**config.mk**
```make
export PLATFORM = sky130hd
export DESIGN_NAME = pwm_audio_dac
export DESIGN_NICKNAME = d
export VERILOG_FILES = /design/src/include/pwm_audio_dac_pkg.sv /design/src/hw/pwm_audio_dac.sv
export VERILOG_INCLUDE_DIRS = /design/src /design/src/include
export SDC_FILE = /design/constraint.sdc
export NUM_CORES = 1
export LEC_CHECK = 0
export ABC_AREA = 0
export BUFFER_PORTS_ARGS = -buffer_cell sky130_fd_sc_hd__buf_2
export CORE_UTILIZATION = 25
export CTS_CLUSTER_SIZE = 10
export DETAILED_ROUTE_END_ITERATION = 12
export PLACE_DENSITY_LB_ADDON = 0.12
export REMOVE_ABC_BUFFERS = 1
export SETUP_SLACK_MARGIN = 0.5
export SLEW_MARGIN = 20
export SYNTH_ARGS = -nofsm -noshare
export SYNTH_HDL_FRONTEND = slang
export SYNTH_SLANG_ARGS = --single-unit
```
**constraint.sdc**
```tcl
create_clock -name mclk -period 5.9 [get_ports mclk]
set_clock_uncertainty 0.1 [all_clocks]
set_input_delay 0.59 -clock mclk [delete_from_list [all_inputs] [get_ports mclk]]
set_output_delay 0.59 -clock mclk [all_outputs]
set_load 0.03 [all_outputs]
```
**src/include/pwm_audio_dac_regs.svh**
```systemverilog
// register indices, field positions, codes and reset values of the pwm audio dac
`ifndef PWM_AUDIO_DAC_REGS_SVH
`define PWM_AUDIO_DAC_REGS_SVH

`define IDX_CH1_DIVIDER_LOW   30'h00000012
`define IDX_CH1_DIVIDER_HIGH  30'h00000013
`define IDX_SAMPLE_VALUE      30'h00000014
`define IDX_SOUND_CONTROL     30'h00000016
`define IDX_DAC_STATUS        30'h00000018

`define CTRL_DAC_SELECT       0
`define CTRL_INHIBIT          1
`define CTRL_MODE_LSB         2
`define CTRL_MODE_MSB         3
`define CTRL_CLK_LSB          4
`define CTRL_CLK_MSB          6

`define MODE_SINGLE_PIN       2'h0
`define MODE_TWO_ENDED        2'h1
`define MODE_RESERVED         2'h2
`define MODE_PUSH_PULL        2'h3

`define CLK_SYS               3'b000
`define CLK_HALF              3'b?01
`define CLK_QUARTER           3'b?10
`define CLK_EIGHTH            3'b011
`define CLK_DOUBLE            3'b100

`define RST_DIVIDER_LOW       8'h00
`define RST_DIVIDER_HIGH      4'h0
`define RST_SAMPLE_VALUE      8'h00
`define RST_SOUND_CONTROL     7'h00

`define STAT_PENDING          0
`define STAT_ACTIVE_LSB       8
`define STAT_ACTIVE_MSB       15
`define STAT_SEG_LSB          16
`define STAT_SEG_MSB          22

`define PRESCALE_LAST         6'h3F
`define REPEAT_LAST           6'h3F
`define SEGMENT_LAST          7'h7F
`define MAG_MAX               8'h7F
`define SAMPLE_MIN            8'h80

`define TICK_HALF_MASK        4'h1
`define TICK_QUARTER_MASK     4'h3
`define TICK_EIGHTH_MASK      4'h7
`define TICK_SIXTEENTH_MASK   4'hF

`define RESP_OKAY             2'h0
`define RESP_SLVERR           2'h2

`endif

```
**src/include/pwm_audio_dac_pkg.sv**
```systemverilog
// types shared by the pwm audio dac
package pwm_audio_dac_pkg;

    typedef struct packed {
        logic [31:0] awaddr;
        logic        awvalid;
        logic [31:0] wdata;
        logic [3:0]  wstrb;
        logic        wvalid;
        logic        bready;
        logic [31:0] araddr;
        logic        arvalid;
        logic        rready;
    } axil_req_type;

    typedef struct packed {
        logic        awready;
        logic        wready;
        logic        bvalid;
        logic [1:0]  bresp;
        logic        arready;
        logic        rvalid;
        logic [31:0] rdata;
        logic [1:0]  rresp;
    } axil_rsp_type;

    typedef struct packed {
        logic        awHeld;
        logic [31:0] awAddr;
        logic        wHeld;
        logic [7:0]  wData;
        logic        wLane;
        logic        bValid;
        logic [1:0]  bResp;
        logic        rValid;
        logic [31:0] rData;
        logic [1:0]  rResp;
        logic [7:0]  divLow;
        logic [3:0]  divHigh;
        logic [7:0]  sample;
        logic [6:0]  control;
        logic [7:0]  active;
        logic        pending;
        logic [3:0]  tickCnt;
        logic [5:0]  segPre;
        logic [6:0]  segment;
        logic [5:0]  repeatCnt;
        logic        request;
        logic        posPin;
        logic        negPin;
    } state_type;

endpackage

```
**src/hw/pwm_audio_dac.sv**
```systemverilog
// pwm audio dac: axi4-lite register slave, sound clock divider and pwm pin driver
//
// The implementer's own choice: the AXI4-Lite register port.
`timescale 1ns/10ps
`include "pwm_audio_dac_regs.svh"

module pwm_audio_dac
    import pwm_audio_dac_pkg::*;
(
    input  wire logic         mclk,
    input  wire logic         reset,
    input  wire axil_req_type axiReq,
    output axil_rsp_type      axiRsp,
    output logic              positiveOutPin,
    output logic              negativeOutPin,
    output logic              sampleRequest
);

    state_type state_reg;
    state_type state_next;

    always_comb begin
        logic       writeFire;
        logic       readFire;
        logic       hit;
        logic       soundTick;
        logic       segAdvance;
        logic       periodEnd;
        logic       sampleEnd;
        logic       dacOn;
        logic [1:0] mode;
        logic [2:0] clkSel;
        logic [7:0] mag;
        logic [6:0] singleHigh;
        logic       underMag;
        logic       underSingle;
        logic       posDrive;
        logic       negDrive;
        logic [29:0] rdIdx;
        logic [31:0] rdWord;

        writeFire   = 1'b0;
        readFire    = 1'b0;
        hit         = 1'b0;
        soundTick   = 1'b0;
        segAdvance  = 1'b0;
        periodEnd   = 1'b0;
        sampleEnd   = 1'b0;
        mag         = 8'h00;
        singleHigh  = 7'h00;
        underMag    = 1'b0;
        underSingle = 1'b0;
        posDrive    = 1'b0;
        negDrive    = 1'b0;
        rdIdx       = 30'h00000000;
        rdWord      = 32'h00000000;
        state_next  = state_reg;
        state_next.request = 1'b0;

        dacOn  = state_reg.control[`CTRL_DAC_SELECT];
        mode   = state_reg.control[`CTRL_MODE_MSB:`CTRL_MODE_LSB];
        clkSel = state_reg.control[`CTRL_CLK_MSB:`CTRL_CLK_LSB];

        // write channel: address and data may arrive in either order
        if (axiReq.awvalid && !state_reg.awHeld && !state_reg.bValid) begin
            state_next.awHeld = 1'b1;
            state_next.awAddr = axiReq.awaddr;
        end
        if (axiReq.wvalid && !state_reg.wHeld && !state_reg.bValid) begin
            state_next.wHeld = 1'b1;
            state_next.wData = axiReq.wdata[7:0];
            state_next.wLane = axiReq.wstrb[0];
        end
        writeFire = state_reg.awHeld && state_reg.wHeld && !state_reg.bValid;
        if (writeFire) begin
            hit = 1'b1;
            state_next.awHeld = 1'b0;
            state_next.wHeld  = 1'b0;
            state_next.bValid = 1'b1;
            if (state_reg.awAddr[1:0] != 2'h0) begin
                hit = 1'b0;
            end else begin
                unique case (state_reg.awAddr[31:2])
                    `IDX_CH1_DIVIDER_LOW: begin
                        if (state_reg.wLane) begin
                            state_next.divLow = state_reg.wData;
                        end
                    end
                    `IDX_CH1_DIVIDER_HIGH: begin
                        if (state_reg.wLane) begin
                            state_next.divHigh = state_reg.wData[3:0];
                        end
                    end
                    `IDX_SAMPLE_VALUE: begin
                        if (state_reg.wLane) begin
                            state_next.sample  = state_reg.wData;
                            state_next.pending = 1'b0;
                        end
                    end
                    `IDX_SOUND_CONTROL: begin
                        if (state_reg.wLane) begin
                            state_next.control = state_reg.wData[6:0];
                        end
                    end
                    `IDX_DAC_STATUS: begin
                    end
                    default: begin
                        hit = 1'b0;
                    end
                endcase
            end
            state_next.bResp = hit ? `RESP_OKAY : `RESP_SLVERR;
        end
        if (state_reg.bValid && axiReq.bready) begin
            state_next.bValid = 1'b0;
        end

        // read channel
        readFire = axiReq.arvalid && !state_reg.rValid;
        if (readFire) begin
            rdIdx = axiReq.araddr[31:2];
            state_next.rValid = 1'b1;
            state_next.rResp  = `RESP_OKAY;
            if (axiReq.araddr[1:0] != 2'h0) begin
                state_next.rResp = `RESP_SLVERR;
            end else begin
                unique case (rdIdx)
                    `IDX_CH1_DIVIDER_LOW: begin
                        rdWord[7:0] = state_reg.divLow;
                    end
                    `IDX_CH1_DIVIDER_HIGH: begin
                        rdWord[3:0] = state_reg.divHigh;
                    end
                    `IDX_SAMPLE_VALUE: begin
                        rdWord[7:0] = state_reg.sample;
                    end
                    `IDX_SOUND_CONTROL: begin
                        rdWord[6:0] = state_reg.control;
                    end
                    `IDX_DAC_STATUS: begin
                        rdWord[`STAT_PENDING] = state_reg.pending;
                        rdWord[`STAT_ACTIVE_MSB:`STAT_ACTIVE_LSB] = state_reg.active;
                        rdWord[`STAT_SEG_MSB:`STAT_SEG_LSB] = state_reg.segment;
                    end
                    default: begin
                        state_next.rResp = `RESP_SLVERR;
                    end
                endcase
            end
            state_next.rData = rdWord;
        end
        if (state_reg.rValid && axiReq.rready) begin
            state_next.rValid = 1'b0;
        end

        // sound clock: a full-rate tick stands for twice the system clock
        state_next.tickCnt = state_reg.tickCnt + 4'h1;
        unique casez (clkSel)
            `CLK_DOUBLE: begin
                soundTick = 1'b1;
            end
            `CLK_SYS: begin
                soundTick = (state_reg.tickCnt & `TICK_HALF_MASK) == `TICK_HALF_MASK;
            end
            `CLK_HALF: begin
                soundTick = (state_reg.tickCnt & `TICK_QUARTER_MASK) == `TICK_QUARTER_MASK;
            end
            `CLK_QUARTER: begin
                soundTick = (state_reg.tickCnt & `TICK_EIGHTH_MASK) == `TICK_EIGHTH_MASK;
            end
            `CLK_EIGHTH: begin
                soundTick = state_reg.tickCnt == `TICK_SIXTEENTH_MASK;
            end
            default: begin
                soundTick = (state_reg.tickCnt & `TICK_HALF_MASK) == `TICK_HALF_MASK;
            end
        endcase

        // segment and repeat counters only run in dac function
        if (!dacOn) begin
            state_next.segPre    = state_reg.divLow[5:0];
            state_next.segment   = 7'h00;
            state_next.repeatCnt = {state_reg.divHigh, state_reg.divLow[7:6]};
        end else if (soundTick) begin
            if (state_reg.segPre == `PRESCALE_LAST) begin
                state_next.segPre = state_reg.divLow[5:0];
                segAdvance = 1'b1;
            end else begin
                state_next.segPre = state_reg.segPre + 6'h01;
            end
        end
        if (segAdvance) begin
            state_next.segment = state_reg.segment + 7'h01;
            periodEnd = state_reg.segment == `SEGMENT_LAST;
        end
        if (periodEnd) begin
            if (state_reg.repeatCnt == `REPEAT_LAST) begin
                state_next.repeatCnt = {state_reg.divHigh, state_reg.divLow[7:6]};
                sampleEnd = 1'b1;
            end else begin
                state_next.repeatCnt = state_reg.repeatCnt + 6'h01;
            end
        end
        if (sampleEnd) begin
            state_next.active  = state_next.sample;
            state_next.request = 1'b1;
            state_next.pending = 1'b1;
        end

        // pin waveforms from the sample in use
        mag = state_reg.active[7] ? (~state_reg.active + 8'h01) : state_reg.active;
        if (state_reg.active == `SAMPLE_MIN) begin
            mag = `MAG_MAX; // -128 has no 7-bit magnitude, so it clips
        end
        underMag    = {1'b0, state_reg.segment} < mag;
        singleHigh  = {~state_reg.active[6], state_reg.active[5:0]};
        underSingle = state_reg.segment < singleHigh;

        unique case (mode)
            `MODE_SINGLE_PIN: begin
                posDrive = underSingle;
                negDrive = ~underSingle;
            end
            `MODE_TWO_ENDED: begin
                if (!state_reg.active[7]) begin
                    posDrive = underMag;
                    negDrive = 1'b1;
                end else begin
                    posDrive = 1'b0;
                    negDrive = ~underMag;
                end
            end
            `MODE_PUSH_PULL: begin
                if (!state_reg.active[7]) begin
                    posDrive = underMag;
                    negDrive = 1'b0;
                end else begin
                    posDrive = 1'b0;
                    negDrive = underMag;
                end
            end
            `MODE_RESERVED: begin
                posDrive = 1'b0;
                negDrive = 1'b0;
            end
        endcase

        if (!dacOn || state_reg.control[`CTRL_INHIBIT]) begin
            posDrive = 1'b0;
            negDrive = 1'b0;
        end
        state_next.posPin = posDrive;
        state_next.negPin = negDrive;
    end

    always_ff @(posedge mclk) begin
        if (reset) begin
            state_reg           <= '0;
            state_reg.divLow    <= `RST_DIVIDER_LOW;
            state_reg.divHigh   <= `RST_DIVIDER_HIGH;
            state_reg.sample    <= `RST_SAMPLE_VALUE;
            state_reg.control   <= `RST_SOUND_CONTROL;
            state_reg.bResp     <= `RESP_OKAY;
            state_reg.rResp     <= `RESP_OKAY;
        end else begin
            state_reg <= state_next;
        end
    end

    // handshake outputs straight from state; the write side stalls while a
    // response is waiting, which keeps at most one write in flight
    always_comb begin
        axiRsp.awready = !state_reg.awHeld && !state_reg.bValid;
        axiRsp.wready  = !state_reg.wHeld && !state_reg.bValid;
        axiRsp.bvalid  = state_reg.bValid;
        axiRsp.bresp   = state_reg.bResp;
        axiRsp.arready = !state_reg.rValid;
        axiRsp.rvalid  = state_reg.rValid;
        axiRsp.rdata   = state_reg.rData;
        axiRsp.rresp   = state_reg.rResp;
    end

    assign positiveOutPin = state_reg.posPin;
    assign negativeOutPin = state_reg.negPin;
    assign sampleRequest  = state_reg.request;

endmodule

```
## After elaboration in Yosys (flattened, before gate mapping)

Cells that the tools add are included.

| operators by class | value |
|---|---|
| add/sub/neg operators | 5 |
| bitwise logic cells | 5 |
| reductions and logical operators | 34 |
| equality and inequality tests | 28 |
| muxes and demuxes | 45 |
| order comparisons | 2 |

Operator list:

| kind | number |
|---|---|
| $eq A30 B5 Y1 const B | 10 |
| $mux W15 | 3 |
| $mux W8 | 4 |
| $mux W6 | 5 |
| $mux W23 | 1 |
| $mux W7 | 3 |
| $mux W1 | 18 |
| $reduce_and A4 Y1 | 4 |
| $mux W13 | 1 |
| $add A6 B1 Y6 const B | 2 |
| $eq A6 B6 Y1 const B | 2 |
| $pmux W3 S4 | 1 |
| $logic_and A1 B1 Y1 | 11 |
| $reduce_bool A2 Y1 | 5 |
| $reduce_or A2 Y1 | 5 |
| $reduce_or A5 Y1 | 2 |
| $pmux W3 S3 | 1 |
| $add A8 B1 Y8 const B | 1 |
| $eq A2 B2 Y1 const B | 4 |
| $eq A8 B8 Y1 const B | 1 |
| $lt A7 B8 Y1 | 1 |
| $ne A2 B1 Y1 const B | 4 |
| $not A8 Y8 | 1 |
| $pmux W1 S4 | 2 |
| 16 further kinds | 27 |

| storage, ports and cells | value |
|---|---|
| word-level logic and storage cells | 142 |
| bits of input ports | 107 |
| bits in registers | 134 |

## Longest topological paths before layout

Gate-level depths: netlist (run 1).

| logic depth | value |
|---|---|
| depth after elaboration | 8 |
| mapped depth | 12 |
| gate-level depth less buffers | 12 |

## Worst setup path after synthesis (run 1)

Ideal clock, no wire load.

| path | value |
|---|---|
| kind | register to register |
| start | register state_reg[29] in the netlist's numbering |
| end | register state_reg (netlist bit negativeOutPin) |
| library setup time | 0.072 ns |
| period minus slack after synthesis | 2.743 ns |
| data required time | 5.728 ns |
| arrival time | 2.571 ns |
| slack | 3.157 ns |
| cell stages (with the launch flop) | 13 |
| path through | dfxtp_1 > clkbuf_1 > or4_1 > nor2_1 > nand2_1 > a21boi_0 > o22ai_1 > ha_1 > or2_2 > a221oi_1 > o21ai_0 > a21oi_1 > mux2i_1 |

| between the ends | value |
|---|---|
| word-level cells in the longest chain between the ends | 8 |

Ends and longest elaborated chain:

| what | RTL line | RTL |
|---|---|---|
| from (decl) | pwm_audio_dac.sv:19 | `state_type state_reg;` |
| from (signal assigned) | pwm_audio_dac.sv:266 | `state_reg <= state_next;` |
| $not A8 Y8 | pwm_audio_dac.sv:211 | `mag = state_reg.active[7] ? (~state_reg.active + 8'h01) : state_reg.active;` |
| $add A8 B1 Y8 | pwm_audio_dac.sv:211 |  |
| $mux W8 | pwm_audio_dac.sv:211 |  |
| $mux W8 | pwm_audio_dac.sv:212 | `` if (state_reg.active == `SAMPLE_MIN) begin `` |
| $lt A7 B8 Y1 | pwm_audio_dac.sv:215 | `underMag = {1'b0, state_reg.segment} < mag;` |
| $not A1 Y1 | pwm_audio_dac.sv:230 | `negDrive = ~underMag;` |
| $mux W1 | pwm_audio_dac.sv:225 | `if (!state_reg.active[7]) begin` |
| $pmux W1 S4 * | pwm_audio_dac.sv:219 | `unique case (mode)` |

Mark *: on every way between the ends. The rest lies on a longest branch, timed or not.
A chain may end at the register's enable or synchronous reset.

## Final worst setup path (run 1)

| path | value |
|---|---|
| start | register state_reg[28] in the netlist's numbering |
| end | register state_reg (netlist bit negativeOutPin) |

Same word-level chain as after synthesis.

==> impl_metrics.csv, run 1 <==
group,metric,value,unit
clock_network,cts_buffer_depth,2,
sta,min_period_over_period,0.524,
synth,synth_adder_area_share,0.0345,
grt,grt_most_used_layer,"met2",
synth,ys_ff_latch,132,
power,power,0.00214,W
place,portBuffers,112,
synth,synthCells,756,
layout,nFillCells,2753,
floorplan,rows,58,
layout,area_delta_synth_final,18.0,%
synth,async_flop_share,0,
layout,fin_util,0.303,
synth,synth_top_family_by_area,"simple AND/OR/NAND/NOR gates",
grt,grt_use_met3,0.0310,
floorplan,die_x,164,um
setup_path,cp-end-kind,"register",
detailed_routing,dr.pass1.iters,4,
sta,hold_violations,0,
detailed_routing,wl,17700,um
clock_network,cts_buffers,17,
clock_network,postCtsSetupBuffers,0,
grt,antenna_found_initial,0,
detailed_routing,avgViaCountPerCell,4.66,
synth,syn-cell-area,0.00653,mm^2
floorplan,start_util,0.257,
floorplan,die_y,164,um
layout,multi_input_area,0.00342,mm^2
detailed_routing,antenna_left,0,
grt,overflow,0,
synth,synth_xor_area_frac,0.00804,
grt,grt_pass1_vias,5054,
detailed_routing,routedWlPerCell,15.2,um
layout,mostFrequentLayoutCells,"dfxtp_1 (132), buf_2 (111), nand2_1 (108)",
grt,grt_use_met1,0.193,
grt,grt_pass1_wl,28000,um
sta,tns,0,ns
sta,worst_pin_slew,0.970,ns
setup_path,reg2regPathDepth,12,
floorplan,die_area,0.0268,mm^2
detailed_routing,via_count,5428,
hold_path,hold_depth,3,
place,finalWeightedCongestion,0.760,
grt,grtUsageMet2,0.202,
place,place_ws,2.84,ns
setup_path,crit_required,6.15,ns
setup_path,crit_fanout,6,
clock_network,path_clk_slew,0.07,ns
place,hpwl,12700,um
sta,hold_ws,0.286,ns
synth,ys_dominant_reg_cell,"dfxtp_1",
floorplan,ioPinCount,151,
synth,avgSynthCellArea,8.64,um^2
layout,fin_nets,948,
synth,synthSimpleGateAreaFrac,0.227,
synth,synth-compound-area-share,0.173,
detailed_routing,drcViolationCount,0,
sta,slew_headroom,0.352,
sta,finalSetupViolations,0,
clock_network,post_cts_resized,0,
synth,seq_area_frac_synth,0.404,
clock_network,cts_htree_levels,4,
sta,rsz0062_at_grt,"no",
floorplan,core_area,0.0254,mm^2
clock_network,cts_tree,"built",
setup_path,cp-start-kind,"register",
setup_path,arrival,3.35,ns
setup_path,worstSetupPathType,"reg -> reg",
power,ir_drop,151,uV
power,p_leak,3.12,nW
grt,track_usage,0.136,
power,p_per_area,278,mW/mm^2
synth,ys_warn_count,0,
clock_network,clkSinkCount,132,
clock_network,insertion_delay,0.44,ns
layout,seqCellArea,0.00264,mm^2
synth,synth_cell_type_count,68,
sta,setup_slack,2.81,ns
sta,period_needed,3.09,ns
run,drv_cap,0,
detailed_routing,drt_iter0_drc,323,
layout,final_layout_size_suffix_gt1_frac,0.212,
layout,final_common_cell,"dfxtp_1",
run_status,status,"finished clean",
grt,grt_max_degree,67,
hold_path,hp-class,"in -> reg",
clock_network,hold_buffers,0,
synth,muxShareOfSynthArea,0.0714,
layout,antenna_cells,0,
clock_network,cts_root_buf,"clkbuf_16",
layout,largest_register_ff_count,102,
synth,synth_edf_count,0,
sta,slew_viol_final,0,
sta,fmax,323,MHz
worst paths after layout:
| check | start | to | slack, ns |
|---|---|---|---|
| setup / recovery | state_reg[28] | negativeOutPin | 2.81 |
| hold / removal | axiReq[73] | state_reg[110] | 0.29 |
| setup reg to reg | state_reg[28] | negativeOutPin | 2.81 |
| hold reg to reg | axiRsp[2] | axiRsp[2] | 0.35 |
where the power goes:
group          switching [W]  internal [W]
logic              0.0000993     0.0000582
registers          0.0000239      0.000915
clock network       0.000482      0.000567
cell type report:
cell class	instances	area share
Tap cell	330	0.0536
Clock inverter	15	0.0198
Timing Repair Buffer	114	0.0750
Clock buffer	17	0.0552
Inverter	21	0.0102
Multi-Input combinational cell	537	0.443
Sequential cell	132	0.343
cells in the mapped netlist (2+ instances only):
cell type,count,area share
nand2_1,109,0.063
a22o_1,3,0.0040
and4_1,6,0.0080
clkbuf_1,30,0.017
o32ai_1,2,0.0027
a21o_1,8,0.0092
nor3_1,7,0.0054
o21ai_0,16,0.012
dfxtp_1,132,0.40
and3_1,3,0.0029
o21a_1,4,0.0046
nor2_1,85,0.049
a211oi_1,10,0.011
xor2_1,6,0.0080
nand3b_1,5,0.0057
a21oi_1,58,0.044
a32oi_1,5,0.0067
nor4_4,7,0.023
nand3_1,10,0.0077
o211ai_1,7,0.0080
buf_4,40,0.046
nor4_1,7,0.0067
a21boi_0,2,0.0023
o311ai_0,2,0.0027
buf_2,4,0.0031
o22ai_1,5,0.0048
a31oi_1,4,0.0038
ha_1,18,0.034
a22oi_1,23,0.026
o2111ai_1,4,0.0054
mux2_2,5,0.0086
and2_1,4,0.0038
mux2i_1,41,0.063
nor2b_1,6,0.0057
nand4_1,7,0.0067
a31o_2,2,0.0027
nor4b_1,2,0.0027
or4_1,3,0.0034
nor3b_1,2,0.0023
nand2b_1,10,0.0096
inv_1,21,0.012
or2_2,3,0.0029
or3_1,3,0.0029
per-stage QoR:
| step | instances | cell area, um^2 |
|---|---|---|
| floorplan | 690 | 6120 |
| global placement | 1134 | 7120 |
| detailed placement | 1134 | 7120 |
| CTS | 1166 | 7700 |
| global route | 1166 | 7710 |
| finish | 1166 | 7710 |
per-layer routing:
metal  up-vias  routed length, um  part of all wire
met4         0                148            0.0084
met3        10               1060             0.060
li1       2790                  -                 -
met5         -                  0                 0
met1      2485               8780              0.50
met2       143               7720              0.44
kinds of logic after synthesis:
family,count (synthesis)
DFF,132
muxes,46
AOI/OAI and AO/OA,169
buffers and inverters,97
xor gates and xnor gates,6
and+or+nand+nor,287
adders and majority gates,18
other,1
critical path, stage by stage, from the launching register on:
cell and delay [ns]:
dfxtp_1 0.45, inv_1 0.13, ha_1 0.23, inv_1 0.10, nor2_1 0.04, o311ai_0 0.31
a21boi_0 0.31, ha_1 0.30, a21o_1 0.17, a221oi_1 0.23, o21ai_0 0.19, a21oi_1 0.23
mux2i_1 0.21
No activity file was read; power rests on OpenSTA's default activity.
==> run 2, diff against run 1 <==
clock period = 3.2 ns   (was 5.9 ns; I/O delays follow)
==> run 2 against run 1 <==
Against the previous run:
- wire length grew 1.5%
- maximum frequency grew 21%
- combinational power grew 89%
- via count shrank 0.77%
- non-clock buffer count grew 10
- worst setup slack lost 2.2 ns
- sequential power grew 84%
- design area grew 1.6%
- flip-flop and latch count is the same
- critical endpoint unchanged
- highest routed layer unchanged
==> impl_metrics.csv, run 2 (synthesis gave the netlist of run 1 again) <==
group,metric,value,unit
hold_path,worstHoldStart,"axiReq[101]",
setup_path,reg2regPathDepth,11,
clock_network,hold_buffers,0,
setup_path,r2r-end,"negativeOutPin",
clock_network,cts_root_buf,"clkbuf_16",
run_status,status,"finished clean",
grt,grt_pass1_wl,28900,um
power,power.switching,0.00105,W
setup_path,crit_path_end,"negativeOutPin",
setup_path,arrival,2.80,ns
layout,fin_nets,958,
sta,slew_viol_final,0,
setup_path,worstSetupPathType,"reg -> reg",
layout,area_delta_synth_final,19.8,%
detailed_routing,drt-met1-wl,9120,um
detailed_routing,antenna_left,0,
sta,tns,0,ns
power,ir_drop,226,uV
layout,final_layout_size_suffix_gt1_frac,0.232,
run,drv_cap,0,
clock_network,cts_buffer_depth,2,
grt,grt_pass1_vias,5169,
place,dpl_cell_area,0.00720,mm^2
detailed_routing,wl,18000,um
setup_path,cpPeakStageDelay,0.56,ns
grt,track_usage,0.140,
floorplan,core_area,0.0254,mm^2
detailed_routing,top_layer_used,"met4",
setup_path,worstReg2RegStart,"state_reg[29]",
grt,antenna_found_initial,0,
power,power.internal,0.00291,W
power,pwr-share-comb,0.075,
clock_network,cts_buffers,17,
setup_path,cp-end-kind,"register",
sta,hold_ws,0.0279,ns
detailed_routing,routedWlPerCell,15.3,um
layout,largest_register_ff_count,102,
layout,antenna_cells,0,
clock_network,path_clk_slew,0.07,ns
sta,setup_slack,0.644,ns
detailed_routing,avgViaCountPerCell,4.58,
place,place_ws,0.317,ns
layout,mostFrequentLayoutCells,"dfxtp_1 (130), buf_2 (111), nand2_1 (107)",
sta,worst_pin_slew,0.991,ns
floorplan,rows,58,
hold_path,hp-class,"in -> reg",
place,portBuffers,112,
setup_path,path_cells,"or4_4, nor2_4, buf_4, o21a_1, o21ai_0, ha_1, o21a_1, o21ai_0, a22oi_1, a21oi_2, mux2i_1",
power,sw_frac_of_total,0.265,
place,finalWeightedCongestion,0.756,
sta,fmax,391,MHz
sta,slew_headroom,0.338,
place,hpwl,13000,um
layout,final_common_cell,"dfxtp_1",
detailed_routing,drt_iter0_drc,256,
floorplan,die_x,164,um
clock_network,cts_htree_levels,4,
clock_network,insertion_delay,0.42,ns
setup_path,crit_start,"state_reg[29]",
sta,hold_violations,0,
detailed_routing,wl_met3,972,um
floorplan,die_area,0.0268,mm^2
floorplan,start_util,0.257,
power,clkPwrFrac,0.488,
grt,grt_max_degree,88,
floorplan,die_y,164,um
sta,rsz0062_at_grt,"no",
setup_path,cp-start-kind,"register",
detailed_routing,wl_met2,7730,um
power,p_per_area,506,mW/mm^2
sta,min_period_over_period,0.799,
clock_network,cts_tree,"built",
detailed_routing,dr.pass1.iters,4,
clock_network,clkSinkCount,132,
layout,stdcell_area,0.00783,mm^2
place,dp.cells,1143,
layout,final_cells,1176,
detailed_routing,via_count,5386,
setup_path,crit_fanout,3,
power,p_leak,3.15,nW
sta,finalSetupViolations,0,
detailed_routing,drcViolationCount,0,
setup_path,reg2reg_slack,0.64,ns
grt,overflow,0,
power,p_seq_frac,0.437,
setup_path,crit_required,3.45,ns
floorplan,ioPinCount,151,
sta,period_needed,2.56,ns
setup_path,slowest_stage,"or4_4",
-- run 2: changes by cell type in the layout (fill, tap and decap cells not counted), moves of 2 or more --
| cell | delta |
|---|---|
| a21boi_0 | -2 |
| clkinvlp_4 | +3 |
| dfxtp_2 | +2 |
| o21ai_0 | -2 |
| a21boi_2 | +2 |
| inv_8 | -5 |
| clkinv_4 | +2 |
| dfxtp_1 | -2 |
| buf_4 | +9 |
-- run 2: worst min-delay path by stage --
stage	endpoint	slack, ns	cells past startpoint
floorplan	state_reg[22]	0.29	1
global route	state_reg[138]	0.02	3
detailed placement	axiRsp[2]	0.35	2
global placement	axiRsp[2]	0.34	2
CTS	state_reg[138]	0.006	3
finish	state_reg[138]	0.03	3
-- run 2: what timing repair did --
item,4_1_cts,5_1_grt
endpoints found under the setup margin,2,2
pin swaps,7,5
resized for setup,9,7
buffers inserted,1,0
-- run 2: stage by stage --
| step | util | total power [W] |
|---|---|---|
| 2_1_floorplan | - | 0.00192 |
| 3_3_place_gp | 0.283 | 0.00207 |
| 3_5_place_dp | 0.284 | 0.00207 |
| 4_1_cts | 0.307 | 0.00403 |
| 5_1_grt | 0.308 | 0.00415 |
| 6_report | 0.308 | 0.00396 |
-- run 2: critical path, delay by kind of cell, from the launching register on --
kind / cells / cell delay [ns]
compound gates: 6 / 0.80
simple gates: 2 / 0.69
flops: 1 / 0.31
fa+ha+maj: 1 / 0.28
mux: 1 / 0.19
buf+inv: 1 / 0.13
-- run 2: area by class of cell --
type                       instances  area [um^2]
sequential                       132         2650
clock buffer                      18          439
timing repair buffer             124          666
fill                            2754        17600
multi-input combinational        537         3440
tap                              330          413
inverter                          21         78.8
clock inverter                    14          141
-- run 2: routing by layer --
metal  vias up  track usage
li1       2787            -
met1      2461        0.196
met2       129        0.211
met3         9       0.0335
met4         0       0.0354
met5         -            0
-- run 2: power groups by stage --
stage                     logic, W  registers (W)  clock network [W]
after floorplan           0.000160        0.00176                  0
after global placement    0.000301        0.00177                  0
after detailed placement  0.000302        0.00177                  0
after CTS                 0.000303        0.00173            0.00200
after global routing      0.000334        0.00174            0.00208
final                     0.000296        0.00173            0.00193
